$ cat config.mk
export PLATFORM = sky130hd
export DESIGN_NAME = timer_counter_core
export DESIGN_NICKNAME = d
export VERILOG_FILES = /design/src/pkg/timer_pkg.sv /design/src/pkg/timer_ifs.sv /design/src/hdl/ahb_regport.sv /design/src/hdl/count_tick.sv /design/src/hdl/timer_counter_core.sv
export SDC_FILE = /design/constraint.sdc
export NUM_CORES = 1
export LEC_CHECK = 0
export ABC_AREA = 1
export BUFFER_PORTS_ARGS = -buffer_cell sky130_fd_sc_hd__buf_2
export CORE_ASPECT_RATIO = 1.25
export CORE_MARGIN = 10
export CORE_UTILIZATION = 58
export CTS_CLUSTER_SIZE = 8
export DETAILED_ROUTE_END_ITERATION = 12
export PLACE_DENSITY_LB_ADDON = 0.2
export SYNTH_ARGS = -nofsm -noshare
export SYNTH_HDL_FRONTEND = slang
export SYNTH_SLANG_ARGS = --single-unit
export TNS_END_PERCENT = 20
$ cat constraint.sdc
create_clock -name clk_i -period 4.99 [get_ports clk_i]
set_input_delay 0.2495 -clock clk_i [delete_from_list [all_inputs] [get_ports clk_i]]
set_output_delay 0.2495 -clock clk_i [all_outputs]
set_load 0.01 [all_outputs]
$ cat src/pkg/timer_pkg.sv
// constants and types shared by the timer counter core
package timer_pkg;
    localparam int NCHAN = 6;
    localparam logic [7:0] OFS_CSR = 8'h00;
    localparam logic [7:0] OFS_CNTH = 8'h04;
    localparam logic [7:0] OFS_CNTL = 8'h08;
    localparam logic [7:0] OFS_MODH = 8'h0C;
    localparam logic [7:0] OFS_MODL = 8'h10;
    localparam logic [7:0] OFS_CHAN = 8'h14;
    localparam logic [7:0] OFS_MODE = 8'h18;
    localparam int CSR_OVF = 7;
    localparam int CSR_OIE = 6;
    localparam int CSR_HALT = 5;
    localparam int CSR_CLR = 4;
    localparam int CHAN_FLAG_LSB = 8;
    localparam int MODE_BUF_LSB = 8;
    localparam logic [2:0] DIV_RST = 3'h0;
    localparam logic [2:0] DIV_EXT = 3'h7;
    localparam logic [15:0] MOD_RST = 16'hFFFF;
    typedef enum {ST_IDLE, ST_ACCESS, ST_DONE} bus_state_t;
endpackage
$ cat src/pkg/timer_ifs.sv
// register strobe bundle and counter tick bundle
`timescale 1ns/1ps
interface regbus_if;
    logic rd;
    logic wr;
    logic [7:0] addr;
    logic [31:0] wdata;
    logic [31:0] rdata;
    modport port (output rd, output wr, output addr, output wdata, input rdata);
    modport regs (input rd, input wr, input addr, input wdata, output rdata);
endinterface

interface tick_if;
    logic [2:0] sel;
    logic clear;
    logic run;
    logic ext_clk;
    logic tick;
    modport ctl (output sel, output clear, output run, output ext_clk, input tick);
    modport gen (input sel, input clear, input run, input ext_clk, output tick);
endinterface

$ cat src/hdl/ahb_regport.sv
// AHB-Lite slave front end with one wait state per transfer
`timescale 1ns/1ps
module ahb_regport (
    input wire logic clk_i,
    input wire logic sys_rst_i,
    input wire logic ce_i,
    input wire logic hsel_i,
    input wire logic [31:0] haddr_i,
    input wire logic [1:0] htrans_i,
    input wire logic hwrite_i,
    input wire logic hready_i,
    input wire logic [31:0] hwdata_i,
    output logic hreadyout_o,
    output logic [31:0] hrdata_o,
    output logic hresp_o,
    regbus_if.port bus
);
    import timer_pkg::*;
    bus_state_t state;
    logic write;
    logic accept;

    assign accept = hsel_i & hready_i & htrans_i[1];

    // the wait state lets read data come from a flop
    always_ff @(posedge clk_i) begin
        if (sys_rst_i) begin
            state <= ST_IDLE;
            write <= 1'b0;
            bus.addr <= 8'h00;
            hrdata_o <= 32'h0000_0000;
        end else if (ce_i) begin
            case (state)
                ST_ACCESS: begin
                    if (!write) begin
                        hrdata_o <= bus.rdata;
                    end
                    state <= ST_DONE;
                end
                default: begin
                    if (accept) begin
                        bus.addr <= haddr_i[7:0];
                        write <= hwrite_i;
                        state <= ST_ACCESS;
                    end else begin
                        state <= ST_IDLE;
                    end
                end
            endcase
        end
    end

    assign hreadyout_o = (state != ST_ACCESS);
    assign hresp_o = 1'b0;
    assign bus.rd = ce_i & (state == ST_ACCESS) & ~write;
    assign bus.wr = ce_i & (state == ST_ACCESS) & write;
    assign bus.wdata = hwdata_i;
endmodule

$ cat src/hdl/count_tick.sv
// prescaler and external count clock tick source
`timescale 1ns/1ps
module count_tick (
    input wire logic clk_i,
    input wire logic sys_rst_i,
    input wire logic ce_i,
    tick_if.gen t
);
    import timer_pkg::*;
    logic [5:0] pre;
    logic [2:0] sync;
    logic [5:0] mask;

    always_ff @(posedge clk_i) begin
        if (sys_rst_i) begin
            sync <= 3'h0;
        end else if (ce_i) begin
            sync <= {sync[1:0], t.ext_clk};
        end
    end

    always_ff @(posedge clk_i) begin
        if (sys_rst_i) begin
            pre <= 6'h00;
        end else if (ce_i) begin
            if (t.clear) begin
                pre <= 6'h00;
            end else if (t.run) begin
                pre <= pre + 6'h01;
            end
        end
    end

    assign mask = 6'((7'h01 << t.sel) - 7'h01);
    // edge taken after two flops only
    assign t.tick = t.run & ~t.clear & ((t.sel == DIV_EXT) ? (sync[1] & ~sync[2]) : ((pre & mask) == mask));
endmodule

$ cat src/hdl/timer_counter_core.sv
// timer counter core: counter, modulo, overflow and channel flags
//
// Local design decisions: the register addresses and the AHB-Lite interface to the registers.
`timescale 1ns/1ps
module timer_counter_core (
    input wire logic clk_i,
    input wire logic sys_rst_i,
    input wire logic ce_i,
    input wire logic hsel_i,
    input wire logic [31:0] haddr_i,
    input wire logic [1:0] htrans_i,
    input wire logic hwrite_i,
    input wire logic [2:0] hsize_i,
    input wire logic hready_i,
    input wire logic [31:0] hwdata_i,
    output logic hreadyout_o,
    output logic [31:0] hrdata_o,
    output logic hresp_o,
    input wire logic external_count_clock_i,
    input wire logic wait_mode_i,
    input wire logic stop_mode_i,
    input wire logic break_i,
    input wire logic break_clear_permit_i,
    input wire logic [timer_pkg::NCHAN-1:0] chan_event_i,
    output logic [timer_pkg::NCHAN-1:0] capture_enable_o,
    output logic [timer_pkg::NCHAN-1:0] chan_capture_o,
    output logic [2:0] chan_buffered_o,
    output logic overflow_irq_o,
    output logic [timer_pkg::NCHAN-1:0] channel_irq_o,
    output logic wake_o,
    output logic ext_clk_pin_input_o
);
    import timer_pkg::*;

    regbus_if bus ();
    tick_if tk ();

    logic overflow_flag;
    logic overflow_irq_enable;
    logic counter_halt;
    logic ovf_armed;
    logic mod_inhibit;
    logic [2:0] clock_divider_select;
    logic [15:0] count;
    logic [15:0] modulo;
    logic [7:0] low_buf;
    logic low_held;
    logic [NCHAN-1:0] channel_event_flag;
    logic [NCHAN-1:0] channel_irq_enable;
    logic [NCHAN-1:0] ch_armed;
    logic [NCHAN-1:0] ch_capt;
    logic [2:0] ch_buf;
    logic en;
    logic rd;
    logic wr;
    logic brk_lock;
    logic cnt_clear;
    logic ovf_evt;
    logic [NCHAN-1:0] ch_evt;
    logic rd_csr;
    logic wr_csr;
    logic rd_chan;
    logic wr_chan;
    logic [31:0] rdata;

    function automatic logic hit(input logic [7:0] a, input logic [7:0] ofs);
        return a == ofs;
    endfunction

    // set beats clear; clear needs a prior arming read
    function automatic logic [NCHAN-1:0] flag_upd(input logic [NCHAN-1:0] f, input logic [NCHAN-1:0] s,
                                                   input logic [NCHAN-1:0] a, input logic [NCHAN-1:0] c);
        return s | (f & ~(a & c));
    endfunction

    function automatic logic [NCHAN-1:0] arm_upd(input logic [NCHAN-1:0] f, input logic [NCHAN-1:0] s,
                                                  input logic [NCHAN-1:0] a, input logic [NCHAN-1:0] r,
                                                  input logic [NCHAN-1:0] c);
        return ~s & ((a & ~c) | (r & f));
    endfunction

    ahb_regport u_port (
        .clk_i(clk_i),
        .sys_rst_i(sys_rst_i),
        .ce_i(ce_i),
        .hsel_i(hsel_i),
        .haddr_i(haddr_i),
        .htrans_i(htrans_i),
        .hwrite_i(hwrite_i),
        .hready_i(hready_i),
        .hwdata_i(hwdata_i),
        .hreadyout_o(hreadyout_o),
        .hrdata_o(hrdata_o),
        .hresp_o(hresp_o),
        .bus(bus.port)
    );

    count_tick u_tick (
        .clk_i(clk_i),
        .sys_rst_i(sys_rst_i),
        .ce_i(en),
        .t(tk.gen)
    );

    assign en = ce_i & ~stop_mode_i;
    assign rd = bus.rd & en & ~wait_mode_i;
    assign wr = bus.wr & en & ~wait_mode_i;
    assign brk_lock = break_i & ~break_clear_permit_i;
    assign rd_csr = rd & hit(bus.addr, OFS_CSR);
    assign wr_csr = wr & hit(bus.addr, OFS_CSR);
    assign rd_chan = rd & hit(bus.addr, OFS_CHAN);
    assign wr_chan = wr & hit(bus.addr, OFS_CHAN);
    assign cnt_clear = wr_csr & bus.wdata[CSR_CLR];

    assign tk.sel = clock_divider_select;
    assign tk.clear = cnt_clear;
    assign tk.ext_clk = external_count_clock_i;
    // halt and break stop the count
    assign tk.run = ~counter_halt & ~break_i;

    // overflow event, held off mid modulo update
    assign ovf_evt = en & tk.tick & (count == modulo) & ~mod_inhibit;
    // captures blocked while halted or in break
    assign capture_enable_o = ~(ch_capt & {NCHAN{counter_halt | break_i}});
    // only permitted events set a flag
    assign ch_evt = {NCHAN{en}} & chan_event_i & capture_enable_o;

    always_ff @(posedge clk_i) begin
        if (sys_rst_i) begin
            count <= 16'h0000;
        end else if (en) begin
            if (cnt_clear) begin
                count <= 16'h0000;
            end else if (tk.tick) begin
                count <= (count == modulo) ? 16'h0000 : count + 16'h0001;
            end
        end
    end

    always_ff @(posedge clk_i) begin
        if (sys_rst_i) begin
            overflow_irq_enable <= 1'b0;
            counter_halt <= 1'b1;
            clock_divider_select <= DIV_RST;
        end else if (wr_csr) begin
            overflow_irq_enable <= bus.wdata[CSR_OIE];
            counter_halt <= bus.wdata[CSR_HALT];
            clock_divider_select <= bus.wdata[2:0];
        end
    end

    always_ff @(posedge clk_i) begin
        if (sys_rst_i) begin
            modulo <= MOD_RST;
            mod_inhibit <= 1'b0;
        end else if (wr & hit(bus.addr, OFS_MODH)) begin
            modulo[15:8] <= bus.wdata[7:0];
            mod_inhibit <= 1'b1;
        end else if (wr & hit(bus.addr, OFS_MODL)) begin
            modulo[7:0] <= bus.wdata[7:0];
            mod_inhibit <= 1'b0;
        end
    end

    always_ff @(posedge clk_i) begin
        if (sys_rst_i) begin
            overflow_flag <= 1'b0;
            ovf_armed <= 1'b0;
        end else if (en) begin
            overflow_flag <= flag_upd(6'(overflow_flag), 6'(ovf_evt), 6'(ovf_armed),
                                      6'(wr_csr & ~bus.wdata[CSR_OVF] & ~brk_lock))
                             != 6'h00;
            ovf_armed <= arm_upd(6'(overflow_flag), 6'(ovf_evt), 6'(ovf_armed),
                                 6'(rd_csr & ~brk_lock), 6'(wr_csr & ~bus.wdata[CSR_OVF] & ~brk_lock))
                         != 6'h00;
        end
    end

    // channel flags use the same two-step clear
    always_ff @(posedge clk_i) begin
        if (sys_rst_i) begin
            channel_event_flag <= '0;
            ch_armed <= '0;
        end else if (en) begin
            channel_event_flag <= flag_upd(channel_event_flag, ch_evt, ch_armed,
                                           {NCHAN{wr_chan & ~brk_lock}}
                                           & ~bus.wdata[CHAN_FLAG_LSB +: NCHAN]);
            ch_armed <= arm_upd(channel_event_flag, ch_evt, ch_armed, {NCHAN{rd_chan & ~brk_lock}},
                                {NCHAN{wr_chan & ~brk_lock}} & ~bus.wdata[CHAN_FLAG_LSB +: NCHAN]);
        end
    end

    always_ff @(posedge clk_i) begin
        if (sys_rst_i) begin
            channel_irq_enable <= '0;
            ch_capt <= '0;
            ch_buf <= 3'h0;
        end else if (wr_chan) begin
            channel_irq_enable <= bus.wdata[NCHAN-1:0];
        end else if (wr & hit(bus.addr, OFS_MODE)) begin
            ch_capt <= bus.wdata[NCHAN-1:0];
            ch_buf <= bus.wdata[MODE_BUF_LSB +: 3];
        end
    end

    // low byte latch, kept across break
    always_ff @(posedge clk_i) begin
        if (sys_rst_i) begin
            low_buf <= 8'h00;
            low_held <= 1'b0;
        end else if (cnt_clear) begin
            low_buf <= 8'h00;
            low_held <= 1'b0;
        end else if (rd & hit(bus.addr, OFS_CNTL)) begin
            low_held <= 1'b0;
        end else if (rd & hit(bus.addr, OFS_CNTH) & ~low_held) begin
            low_buf <= count[7:0];
            low_held <= 1'b1;
        end
    end

    // unmapped and wait-mode reads return zero
    always_comb begin
        rdata = 32'h0000_0000;
        if (wait_mode_i) begin
            rdata = 32'h0000_0000;
        end else if (hit(bus.addr, OFS_CSR)) begin
            rdata[7:0] = {overflow_flag, overflow_irq_enable, counter_halt, 2'h0, clock_divider_select};
        end else if (hit(bus.addr, OFS_CNTH)) begin
            rdata[7:0] = count[15:8];
        end else if (hit(bus.addr, OFS_CNTL)) begin
            rdata[7:0] = low_held ? low_buf : count[7:0];
        end else if (hit(bus.addr, OFS_MODH)) begin
            rdata[7:0] = modulo[15:8];
        end else if (hit(bus.addr, OFS_MODL)) begin
            rdata[7:0] = modulo[7:0];
        end else if (hit(bus.addr, OFS_CHAN)) begin
            rdata[CHAN_FLAG_LSB +: NCHAN] = channel_event_flag;
            rdata[NCHAN-1:0] = channel_irq_enable;
        end else if (hit(bus.addr, OFS_MODE)) begin
            rdata[MODE_BUF_LSB +: 3] = ch_buf;
            rdata[NCHAN-1:0] = ch_capt;
        end
    end
    assign bus.rdata = rdata;

    assign overflow_irq_o = overflow_flag & overflow_irq_enable & ~mod_inhibit;
    assign channel_irq_o = channel_event_flag & channel_irq_enable;
    assign wake_o = wait_mode_i & (overflow_irq_o | (|channel_irq_o));
    assign ext_clk_pin_input_o = (clock_divider_select == DIV_EXT);
    assign chan_capture_o = ch_capt;
    assign chan_buffered_o = ch_buf;
endmodule

; ---- Yosys cells after proc, flatten, opt, wreduce, memory -nomap -nowiden
; Cells that the tools add are included.
[op_classes]
div = 0
n_addsub = 3
bitwise_logic = 84
n_mul = 0
n_shift = 1
eq_ne = 12
n_mux = 28
reduce_logical = 16
n_lt_le_gt_ge = 0
[ops]
columns = cell, count
row1 = 6-bit bitwise AND, 13
row2 = 6-bit 2-to-1 mux, 10
row3 = 16-bit 2-to-1 mux, 3
row4 = 6-bit inverter, 7
row5 = 8-bit 2-to-1 mux, 5
row6 = 1-bit bitwise AND, 34
row7 = "32-bit by 1-bit equality test with 1-bit output, second input constant", 1
row8 = "32-bit by 2-bit equality test with 1-bit output, second input constant", 1
row9 = 32-bit 2-to-1 mux, 1
row10 = "32-bit by 2-bit != test with 1-bit output, second input constant", 1
row11 = 1-bit by 6-bit bitwise AND with 6-bit output, 5
row12 = "8-bit by 5-bit equality test with 1-bit output, second input constant", 3
row13 = 1-bit inverter with 6-bit output, 3
row14 = 6-bit bitwise OR, 3
row15 = "16-bit by 1-bit adder with 16-bit output, second input constant", 1
row16 = 16-bit equality test, 1
row17 = "8-bit by 4-bit equality test with 1-bit output, second input constant", 2
row18 = 1-bit inverter, 15
row19 = 14-bit 2-to-1 mux, 1
row20 = 6-bit nonzero test, 2
row21 = 2-bit AND reduction, 5
row22 = 3-bit 2-to-1 mux, 3
row23 = "8-bit by 3-bit equality test with 1-bit output, second input constant", 1
row24 = 8-bit zero test, 1
row25 = other kinds (15), 22
[word_totals]
regBits = 140
ram_bits = 0
wordCells = 166
latch_bits = 0
memories = 0
rom_bits = 0

; ---- Longest topological paths before layout
; Gate-level depths: netlist of the first run.
[depth]
word_depth = 16
depth_mapped = 13
ltp_nobuf = 12

; ---- By module
; From an unflattened synthesis of the first run, not the netlist that was laid out.
[hier_totals]
cells_unflattened = 1020
hier_area_um2 = 6772.7
[by_module_without_submodules]
columns = mod, seq_area_each_um2, instances, cells_each, area_each_um2
row1 = timer_counter_core, 1521.5, 1, 698, 4362.9
row2 = ahb_regport, 860.8, 1, 247, 1904.3
row3 = count_tick, 180.2, 1, 75, 505.5

; ---- Worst setup path after synthesis of the first run
; Ideal clock, no wire load.
[synth_path]
kind = register to register
from = register count[1]
to = register count[14]
n_path_buf = 0
required_ns = 4.919
path_slack_ns = 3.430
period_less_slack_ns = 1.560
setup_time_ns = 0.071
stages_incl_launch_ff = 10
arrival_time_ns = 1.489
path_cell_list = dfxtp_1 > ha_1 > nand2_1 > nor2_1 > nand3_1 > o21ai_1 > nand2_1 > nor2_1 > nand3_1 > a21oi_1
[synth_via]
elab_chain_cells = 4
word_cells_on_any_way = 5
cone_classes = 1 x add/sub / 1 x eq/ne / 3 x mux
[synth_lines]
columns = item, line_no
row1 = "start, declared", timer_counter_core.sv:44  ; logic [15:0] count;
row2 = "start signal, assigned", timer_counter_core.sv:135  ; count <= (count == modulo) ? 16'h0000 : count + 16'h0001;
row3 = 16-bit by 1-bit adder with 16-bit output or 16-bit equality test (tied branches), timer_counter_core.sv:135
row4 = 16-bit 2-to-1 mux (*), timer_counter_core.sv:135
row5 = 16-bit 2-to-1 mux (*), timer_counter_core.sv:134  ; end else if (tk.tick) begin
row6 = 16-bit 2-to-1 mux (*), timer_counter_core.sv:132  ; if (cnt_clear) begin
; Every way passes the cells marked *; elsewhere a longest branch is shown, timed or not. The select of a mux whose other input is x is not followed.
; A chain may end at the register's enable or synchronous reset.

; ---- Worst setup path after layout of the first run
[layout_path]
from = register u_port.bus.addr[4]
to = register low_buf[5]
[layout_via]
elab_chain_cells = 4
word_cells_on_any_way = 11
cone_classes = 2 x eq/ne / 6 x bitwise / 3 x reduce/logical
[layout_lines]
columns = item, line_no
row1 = "start, declared", timer_ifs.sv:9  ; modport port (output rd, output wr, output addr, output wdata, input rdata);
row2 = "start signal, assigned", ahb_regport.sv:42  ; bus.addr <= haddr_i[7:0];
row3 = 8-bit by 3-bit equality test with 1-bit output (tied with other cells), timer_counter_core.sv:67  ; return a == ofs;
row4 = 1-bit bitwise AND (on tied branches), "timer_counter_core.sv:216, timer_counter_core.sv:110, timer_counter_core.sv:214"
row5 = 1-bit bitwise AND (tied with other cells), timer_counter_core.sv:216  ; end else if (rd & hit(bus.addr, OFS_CNTH) & ~low_held) begin
row6 = 2-bit AND reduction (no line) or 2-bit OR reduction (tied branches), -
row7 = "end signal, assigned", timer_counter_core.sv:217  ; low_buf <= count[7:0];
row8 = "end, declared", timer_counter_core.sv:46  ; logic [7:0] low_buf;
; Parallel ways exist; a longest one is shown, timed or not.

==> results of run 1 <==
==> layout by cell type, fill, tap and decap left out, drive strengths merged, types with 2 or more instances in the layout <==
cell	count
a211oi	12
a21oi	83
buf	81
clkbuf	10
conb	19
dfxtp	110
ha	2
inv	106
nand2	172
nand3	100
nand4	9
nor2	87
nor3	10
o211ai	15
o21ai	63
o21bai	6
o22ai	3
xnor2	12
xor2	8
==> critical path, delay by kind of cell (launching register included) <==
| family | cells | cell delay [ns] |
|---|---|---|
| compound gates | 2 | 0.18 |
| buf+inv | 1 | 0.21 |
| flops | 1 | 0.32 |
| simple gates | 5 | 1.34 |
==> cells in the mapped netlist (2+ instances only) <==
cell and n:
nand3_2 2, nand3_1 95, buf_4 23, xor2_1 8
a211oi_1 11, ha_1 2, nor2_1 73, o21ai_1 6
nor3_1 9, nand2_2 5, nand2_1 166, o21bai_1 6
nand4_1 9, a21oi_4 2, a21oi_1 81, clkbuf_1 14
o21ai_0 57, inv_2 7, o211ai_1 15, buf_6 3
nor2_2 6, o22ai_1 3, dfxtp_1 110, nor2_4 6
xnor2_1 12, inv_1 96, buf_1 2, nand3_4 3
nor2_8 2, buf_2 13
==> sequential cells by signal, summed over array words and instances, names as in the netlist, 2 cells and up <==
| register | cells |
|---|---|
| channel_event_flag | 6 |
| count | 16 |
| chan_capture_o | 6 |
| u_tick.pre | 6 |
| channel_irq_enable | 6 |
| ch_armed | 6 |
| modulo | 16 |
| u_port.bus.addr | 8 |
| u_port.hrdata_o | 14 |
| chan_buffered_o | 3 |
| clock_divider_select | 3 |
| u_port.state | 2 |
| low_buf | 8 |
| u_tick.sync | 3 |
==> report_power, final <==
group	switching (W)	internal [W]	total (W)
sequential	0.00000488	0.000883	0.000888
combinational	0.0000854	0.0000336	0.000119
clock	0.000347	0.000412	0.000758
total	0.000437	0.00133	0.00177
==> worst max path at each step <==
stage                                   from    endpoint  slack (ns)  cells past startpoint
final                     u_port.bus.addr[4]  low_buf[5]        2.79                      8
after global routing      u_port.bus.addr[4]  low_buf[5]        2.59                      8
after CTS                 u_port.bus.addr[4]  low_buf[0]        2.81                      8
after detailed placement                ce_i  low_buf[0]        2.81                     10
after global placement                  ce_i  low_buf[6]        2.85                     10
after floorplan                     count[1]   count[14]        3.43                      9
==> final cells by class <==
type,instances,area (um^2),share of cell area
repair buffers,81,413,0.0630
flip-flops and latches,110,2200,0.336
inverters,103,387,0.0590
clock inverters,6,75.1,0.0115
multi-input cells,605,3080,0.469
well taps,129,161,0.0246
clock buffers,10,239,0.0365
==> routing by layer <==
metal  part of all wire  up-vias  wire [um]
li1                   -     2882          -
met1               0.40     2653       6610
met2               0.52      204       8640
met3              0.053       36        884
met4              0.030        0        507
met5                  0        -          0
==> metrics by stage <==
stage,util,hold WS [ns]
global route,0.652,0.151
floorplan,-,0.376
global placement,0.620,0.433
detailed placement,0.620,0.441
CTS,0.652,0.131
finish,0.652,0.131
==> cell families after synthesis <==
family | Yosys count
DFF | 110
buffers and inverters | 159
other | 1
xor gates and xnor gates | 20
adders and majority gates | 2
and+or+nand+nor | 380
AOI/OAI and AO/OA | 184
==> impl_metrics.prom, run 1 <==
# TYPE chip_impl_metric gauge
chip_impl_info{name="status",value="completed"} 1
chip_impl_metric{name="grt_max_degree",unit=""} 59
chip_impl_metric{name="yosys-mux-area-fraction",unit=""} 0
chip_impl_metric{name="detailedPlacementHpwl",unit="um"} 12500
chip_impl_metric{name="netlist_instances",unit=""} 856
chip_impl_metric{name="async_flop_share",unit=""} 0
chip_impl_metric{name="drt_drc_violations_left",unit=""} 0
chip_impl_metric{name="io-pin-count",unit=""} 144
chip_impl_info{name="crit_path_frequent_cell",value="nand2_1"} 1
chip_impl_metric{name="postLayoutCellArea",unit="um^2"} 6550
chip_impl_metric{name="vias_in_the_first_global_route",unit=""} 5687
chip_impl_metric{name="fin_cells",unit=""} 1044
chip_impl_metric{name="drtIter0Drc",unit=""} 454
chip_impl_metric{name="post-synth-top-area-fraction",unit=""} 0.371
chip_impl_info{name="netlist_top_cells_area",value="dfxtp_1 37%, nand2_1 11%, nand3_1 8.0%, a21oi_1 6.8%, inv_1 6.1%"} 1
chip_impl_metric{name="post_drt_via_cell_ratio",unit=""} 5.53
chip_impl_metric{name="finalClockSkew",unit="ns"} 0.0123
chip_impl_metric{name="total_leakage_power",unit="nW"} 2.70
chip_impl_metric{name="grtUsageMet2",unit=""} 0.403
chip_impl_info{name="synth_top_family_by_area",value="simple AND/OR/NAND/NOR gates"} 1
chip_impl_info{name="grt_setup_unrepaired",value="no"} 1
chip_impl_metric{name="synthToLayoutAreaGrowth",unit="%"} 10.4
chip_impl_info{name="hp_class",value="input pin to flip-flop"} 1
chip_impl_info{name="ys_dominant_reg_cell",value="dfxtp_1"} 1
chip_impl_info{name="cts_tree",value="built"} 1
chip_impl_metric{name="drv_cap",unit=""} 0
chip_impl_metric{name="headroom_to_the_max_slew_limit",unit=""} 0.223
chip_impl_metric{name="synth_enable_flop_cells",unit=""} 0
chip_impl_metric{name="wirelength",unit="um"} 16700
chip_impl_metric{name="worst-r2r-cell-count",unit=""} 8
chip_impl_info{name="clockRootBuffer",value="clkbuf_16"} 1
chip_impl_metric{name="post-place-ws",unit="ns"} 2.81
chip_impl_metric{name="path_max_fanout",unit=""} 34
chip_impl_metric{name="dr_total_vias",unit=""} 5775
chip_impl_metric{name="fp.dieH",unit="um"} 133
chip_impl_info{name="worst_r2r_startpoint",value="u_port.bus.addr[4]"} 1
chip_impl_metric{name="yosys_warnings",unit=""} 0
chip_impl_metric{name="num-fill-cells",unit=""} 950
chip_impl_metric{name="regToRegSetupSlack",unit="ns"} 2.79
chip_impl_metric{name="dr.pass1.iters",unit=""} 5
chip_impl_metric{name="data_required_time_at_the_worst_endpoint",unit="ns"} 5.23
chip_impl_info{name="timing_worst_setup_path_type",value="flip-flop to flip-flop"} 1
chip_impl_metric{name="gp_congestion",unit=""} 0.942
chip_impl_metric{name="power_density",unit="nW/um^2"} 269
chip_impl_metric{name="drv_slew",unit=""} 0
chip_impl_info{name="timing.hold.worst.start",value="external_count_clock_i"} 1
chip_impl_metric{name="tritoncts.num_buffers",unit=""} 9
chip_impl_metric{name="routed_wire_length_per_instance",unit="um"} 16.0
chip_impl_metric{name="postSynthAreaPerCell",unit="um^2"} 6.93
chip_impl_metric{name="synth_fa_ha_area_frac",unit=""} 0.00422
chip_impl_metric{name="postCtsHoldBufs",unit=""} 0
chip_impl_metric{name="hold_depth",unit=""} 3
chip_impl_metric{name="post_cts_buffers",unit=""} 0
chip_impl_metric{name="insertedDiodeCount",unit=""} 0
chip_impl_info{name="critical_path.reg2reg.endpoint",value="low_buf[5]"} 1
chip_impl_metric{name="synth_cell_types",unit=""} 39
chip_impl_metric{name="timing.fmax",unit="MHz"} 455
chip_impl_metric{name="post_synth_xor_area_fraction",unit=""} 0.0295
chip_impl_metric{name="htree_num_levels",unit=""} 3
chip_impl_metric{name="gr_util_met3",unit=""} 0.0344
chip_impl_metric{name="synthesis.area",unit="um^2"} 5930
chip_impl_metric{name="yosys.area_share.simple",unit=""} 0.297
chip_impl_metric{name="std_cell_rows",unit=""} 41
chip_impl_metric{name="antenna_left",unit=""} 0
chip_impl_metric{name="design_power_total",unit="W"} 0.00177
chip_impl_metric{name="share_of_the_yosys_chip_area_belonging_to_registers",unit=""} 0.371
chip_impl_metric{name="timing.final.ws_setup",unit="ns"} 2.79
chip_impl_metric{name="die_w",unit="um"} 110
chip_impl_metric{name="placement.cell_area",unit="um^2"} 6240
chip_impl_metric{name="worst_ir_drop_vdd",unit="mV"} 0.149
chip_impl_metric{name="global_route.usage.total",unit=""} 0.221
chip_impl_metric{name="finalNetCount",unit=""} 998
chip_impl_metric{name="timing.critical_path.slowest_cell_delay",unit="ns"} 0.40
chip_impl_metric{name="final.period_utilization",unit=""} 0.441
chip_impl_metric{name="portBuffers",unit=""} 78
chip_impl_metric{name="ys_ff_latch",unit=""} 110
chip_impl_metric{name="grt_pass1_wl",unit="um"} 27300
chip_impl_metric{name="clk_transition_reported_paths",unit="ns"} 0.08
chip_impl_metric{name="grtUsageMet1",unit=""} 0.240
chip_impl_metric{name="fin_setup_tns",unit="ns"} 0
chip_impl_info{name="critPathSlowestCell",value="nand3_4"} 1
chip_impl_metric{name="grt_residual_overflow",unit=""} 0
chip_impl_metric{name="finalSetupViolCount",unit=""} 0
chip_impl_metric{name="floorplan.initialDensity",unit=""} 0.590
chip_impl_metric{name="clkLatencyLatePin",unit="ns"} 0.35
chip_impl_metric{name="final_period_minus_worst_setup_slack",unit="ns"} 2.20
chip_impl_metric{name="max-clock-path-buffers",unit=""} 2
chip_impl_metric{name="synth-compound-area-share",unit=""} 0.175
chip_impl_info{name="synth.largest_area_cell",value="dfxtp_1"} 1
chip_impl_info{name="worst_setup_path_start_kind",value="flip-flop"} 1
chip_impl_metric{name="fp.coreArea",unit="um^2"} 10100
chip_impl_metric{name="cts_num_sinks",unit=""} 110
chip_impl_metric{name="dpl.cell_count",unit=""} 1028
chip_impl_metric{name="worst_slew_pin_slew",unit="ns"} 1.17
chip_impl_info{name="hold_path_end",value="u_tick.sync[0]"} 1
chip_impl_metric{name="die_area",unit="um^2"} 14700
chip_impl_info{name="gr-max-usage-layer",value="met2"} 1
chip_impl_metric{name="grt_antenna_before_repair",unit=""} 0
chip_impl_info{name="crit_path_cell_trace",value="nor2_1, nand2_1, nor2_2, nand3_4, nand2_1, inv_1, o21ai_0, a21oi_1"} 1
chip_impl_metric{name="arrival",unit="ns"} 2.44
chip_impl_info{name="worst_setup_path_end_kind",value="flip-flop"} 1
chip_impl_metric{name="finalHoldViolations",unit=""} 0
chip_impl_metric{name="drive_gt1_frac",unit=""} 0.145
chip_impl_metric{name="ctsResizeCount",unit=""} 0
(Power assumes the default switching activity.)
==> inputs of run 2 (changes only) <==
Settings changed: CORE_UTILIZATION 58 to 49.
Clock period 4.99 ns to 1.8 ns, I/O delays scaled along.
==> run 2 against run 1 <==
Net effect:
- sequential power rose to 2.8 times the previous value
- worst hold slack worse by 0.12 ns
- critical path type is now flip-flop to primary output
- largest cell class unchanged
- count of clock-buffer cells in the layout down 1
- largest power group unchanged
==> impl_metrics.prom, run 2 (same netlist as run 1, synthesis figures left out) <==
# TYPE chip_impl_metric gauge
chip_impl_info{name="status",value="completed"} 1
chip_impl_metric{name="post_cts_buffers",unit=""} 0
chip_impl_metric{name="p_clk_frac",unit=""} 0.417
chip_impl_metric{name="final.period_utilization",unit=""} 0.949
chip_impl_metric{name="placement.cell_area",unit="um^2"} 6600
chip_impl_metric{name="finalNetCount",unit=""} 1042
chip_impl_metric{name="die_w",unit="um"} 118
chip_impl_metric{name="worst_slew_pin_slew",unit="ns"} 0.667
chip_impl_metric{name="vias_in_the_first_global_route",unit=""} 5766
chip_impl_metric{name="grt_max_degree",unit=""} 58
chip_impl_metric{name="portBuffers",unit=""} 78
chip_impl_metric{name="die_area",unit="um^2"} 16900
chip_impl_metric{name="multi_input_area",unit="um^2"} 3100
chip_impl_metric{name="max-clock-path-buffers",unit=""} 2
chip_impl_metric{name="clk_transition_reported_paths",unit="ns"} 0.08
chip_impl_metric{name="global_route.usage.total",unit=""} 0.205
chip_impl_info{name="layout_commonest_cell",value="nand2_1"} 1
chip_impl_metric{name="worst_ir_drop_vdd",unit="mV"} 0.426
chip_impl_metric{name="num-fill-cells",unit=""} 1158
chip_impl_metric{name="floorplan.initialDensity",unit=""} 0.506
chip_impl_metric{name="routed_wire_length_per_instance",unit="um"} 15.5
chip_impl_metric{name="switchingPower",unit="W"} 0.00130
chip_impl_metric{name="wirelength",unit="um"} 17400
chip_impl_metric{name="fp.dieH",unit="um"} 143
chip_impl_metric{name="cts_num_sinks",unit=""} 110
chip_impl_metric{name="post_drt_via_cell_ratio",unit=""} 5.20
chip_impl_metric{name="drv_slew",unit=""} 0
chip_impl_metric{name="dpl.cell_count",unit=""} 1099
chip_impl_info{name="worst_setup_path_end_kind",value="primary output"} 1
chip_impl_metric{name="intPower",unit="W"} 0.00356
chip_impl_metric{name="data_required_time_at_the_worst_endpoint",unit="ns"} 1.71
chip_impl_info{name="layout_common_cells",value="163 x nand2_1, 108 x dfxtp_1, 96 x inv_1, 95 x nand3_1, 81 x a21oi_1"} 1
chip_impl_metric{name="gp_congestion",unit=""} 0.949
chip_impl_info{name="cts_tree",value="built"} 1
chip_impl_metric{name="io-pin-count",unit=""} 144
chip_impl_metric{name="sequentialPowerShare",unit=""} 0.506
chip_impl_metric{name="antenna_left",unit=""} 0
chip_impl_metric{name="dr_total_vias",unit=""} 5829
chip_impl_metric{name="grt_pass1_wl",unit="um"} 28700
chip_impl_metric{name="total_leakage_power",unit="nW"} 2.93
chip_impl_info{name="worst_setup_path_start_kind",value="flip-flop"} 1
chip_impl_info{name="clockRootBuffer",value="clkbuf_16"} 1
chip_impl_metric{name="fp.coreArea",unit="um^2"} 11700
chip_impl_metric{name="post-place-ws",unit="ns"} 0.0962
chip_impl_metric{name="final_period_minus_worst_setup_slack",unit="ns"} 1.71
chip_impl_metric{name="dr.pass1.iters",unit=""} 5
chip_impl_metric{name="drive_gt1_frac",unit=""} 0.186
chip_impl_metric{name="std_cell_rows",unit=""} 44
chip_impl_metric{name="synthToLayoutAreaGrowth",unit="%"} 17.7
chip_impl_metric{name="grt_antenna_before_repair",unit=""} 0
chip_impl_metric{name="timing.fmax",unit="MHz"} 585
chip_impl_info{name="timing_worst_setup_path_type",value="flip-flop to primary output"} 1
chip_impl_info{name="grt_setup_unrepaired",value="yes"} 1
chip_impl_metric{name="tritoncts.num_buffers",unit=""} 9
chip_impl_metric{name="clkLatencyLatePin",unit="ns"} 0.35
chip_impl_metric{name="finalSetupViolCount",unit=""} 0
chip_impl_metric{name="detailedPlacementHpwl",unit="um"} 13500
chip_impl_metric{name="drv_cap",unit=""} 0
chip_impl_metric{name="arrival",unit="ns"} 1.62
chip_impl_metric{name="grt_residual_overflow",unit=""} 0
chip_impl_metric{name="finalClockSkew",unit="ns"} 0.00723
chip_impl_metric{name="power_density",unit="nW/um^2"} 697
chip_impl_metric{name="htree_num_levels",unit=""} 3
chip_impl_metric{name="area.sequential",unit="um^2"} 2200
chip_impl_metric{name="fin_cells",unit=""} 1120
chip_impl_info{name="reg_top3",value="count: 16 flops, modulo: 16 flops, u_port.hrdata_o: 14 flops"} 1
chip_impl_info{name="hp_class",value="input pin to flip-flop"} 1
chip_impl_metric{name="drt_drc_violations_left",unit=""} 0
chip_impl_metric{name="postLayoutCellArea",unit="um^2"} 6980
chip_impl_metric{name="insertedDiodeCount",unit=""} 0
chip_impl_metric{name="drtIter0Drc",unit=""} 416
chip_impl_metric{name="power.switching_fraction",unit=""} 0.267
chip_impl_metric{name="path_max_fanout",unit=""} 3
chip_impl_metric{name="combinational_power_share",unit=""} 0.076
chip_impl_metric{name="timing.final.ws_setup",unit="ns"} 0.0910
chip_impl_metric{name="headroom_to_the_max_slew_limit",unit=""} 0.555
chip_impl_metric{name="finalHoldViolations",unit=""} 0
chip_impl_metric{name="worst_hold_slack",unit="ns"} 0.0115
-- run 2: path summary, 6_finish.rpt --
check,start,end,slack (ns),depth (start not counted)
setup / recovery,overflow_flag,wake_o,0.09,5
hold / removal,haddr_i[0],u_port.bus.addr[0],0.01,3
setup reg to reg,count[7],count[4],0.13,9
hold reg to reg,low_buf[7],low_buf[7],0.46,2
-- run 2: per-stage QoR --
stage                     setup TNS (ns)  power [W]   util
after floorplan                        0    0.00276      -
after global placement                 0    0.00287  0.563
after detailed placement               0    0.00287  0.563
after CTS                              0    0.00488  0.593
after global routing             -0.0182    0.00502  0.595
final                                  0    0.00486  0.595
-- run 2: metal layers --
layer	part of all wire	GRT usage	wire length [um]	vias to the layer above
li1	-	-	-	2973
met1	0.40	0.227	6980	2624
met2	0.50	0.370	8750	196
met3	0.062	0.0434	1080	36
met4	0.034	0.0908	583	0
met5	0	0	0	-
-- run 2: cell type report --
class	instances	area share
sequential	110	0.316
tap	161	0.0289
timing repair buffer	125	0.112
inverter	103	0.0554
multi-input combinational	605	0.444
clock inverter	7	0.0115
clock buffer	9	0.0323
-- run 2: power by group through the flow --
stage	Sequential, W	Clock, W	Combinational [W]
6_report	0.00246	0.00203	0.000371
5_1_grt	0.00247	0.00214	0.000416
4_1_cts	0.00246	0.00206	0.000361
3_5_place_dp	0.00252	0	0.000351
3_3_place_gp	0.00252	0	0.000349
2_1_floorplan	0.00252	0	0.000246
-- run 2: critical path: stages, from the launching register on --
cell	delay, ns
dfxtp_1	0.36
inv_1	0.09
nor3_1	0.35
nor3_1	0.14
a21oi_1	0.17
buf_2	0.15
-- run 2: what timing repair did --
item,in CTS,in global routing
hold buffers,5,0
resized for setup,0,11
hold endpoints to repair,5,0
endpoints found under the setup margin,0,48
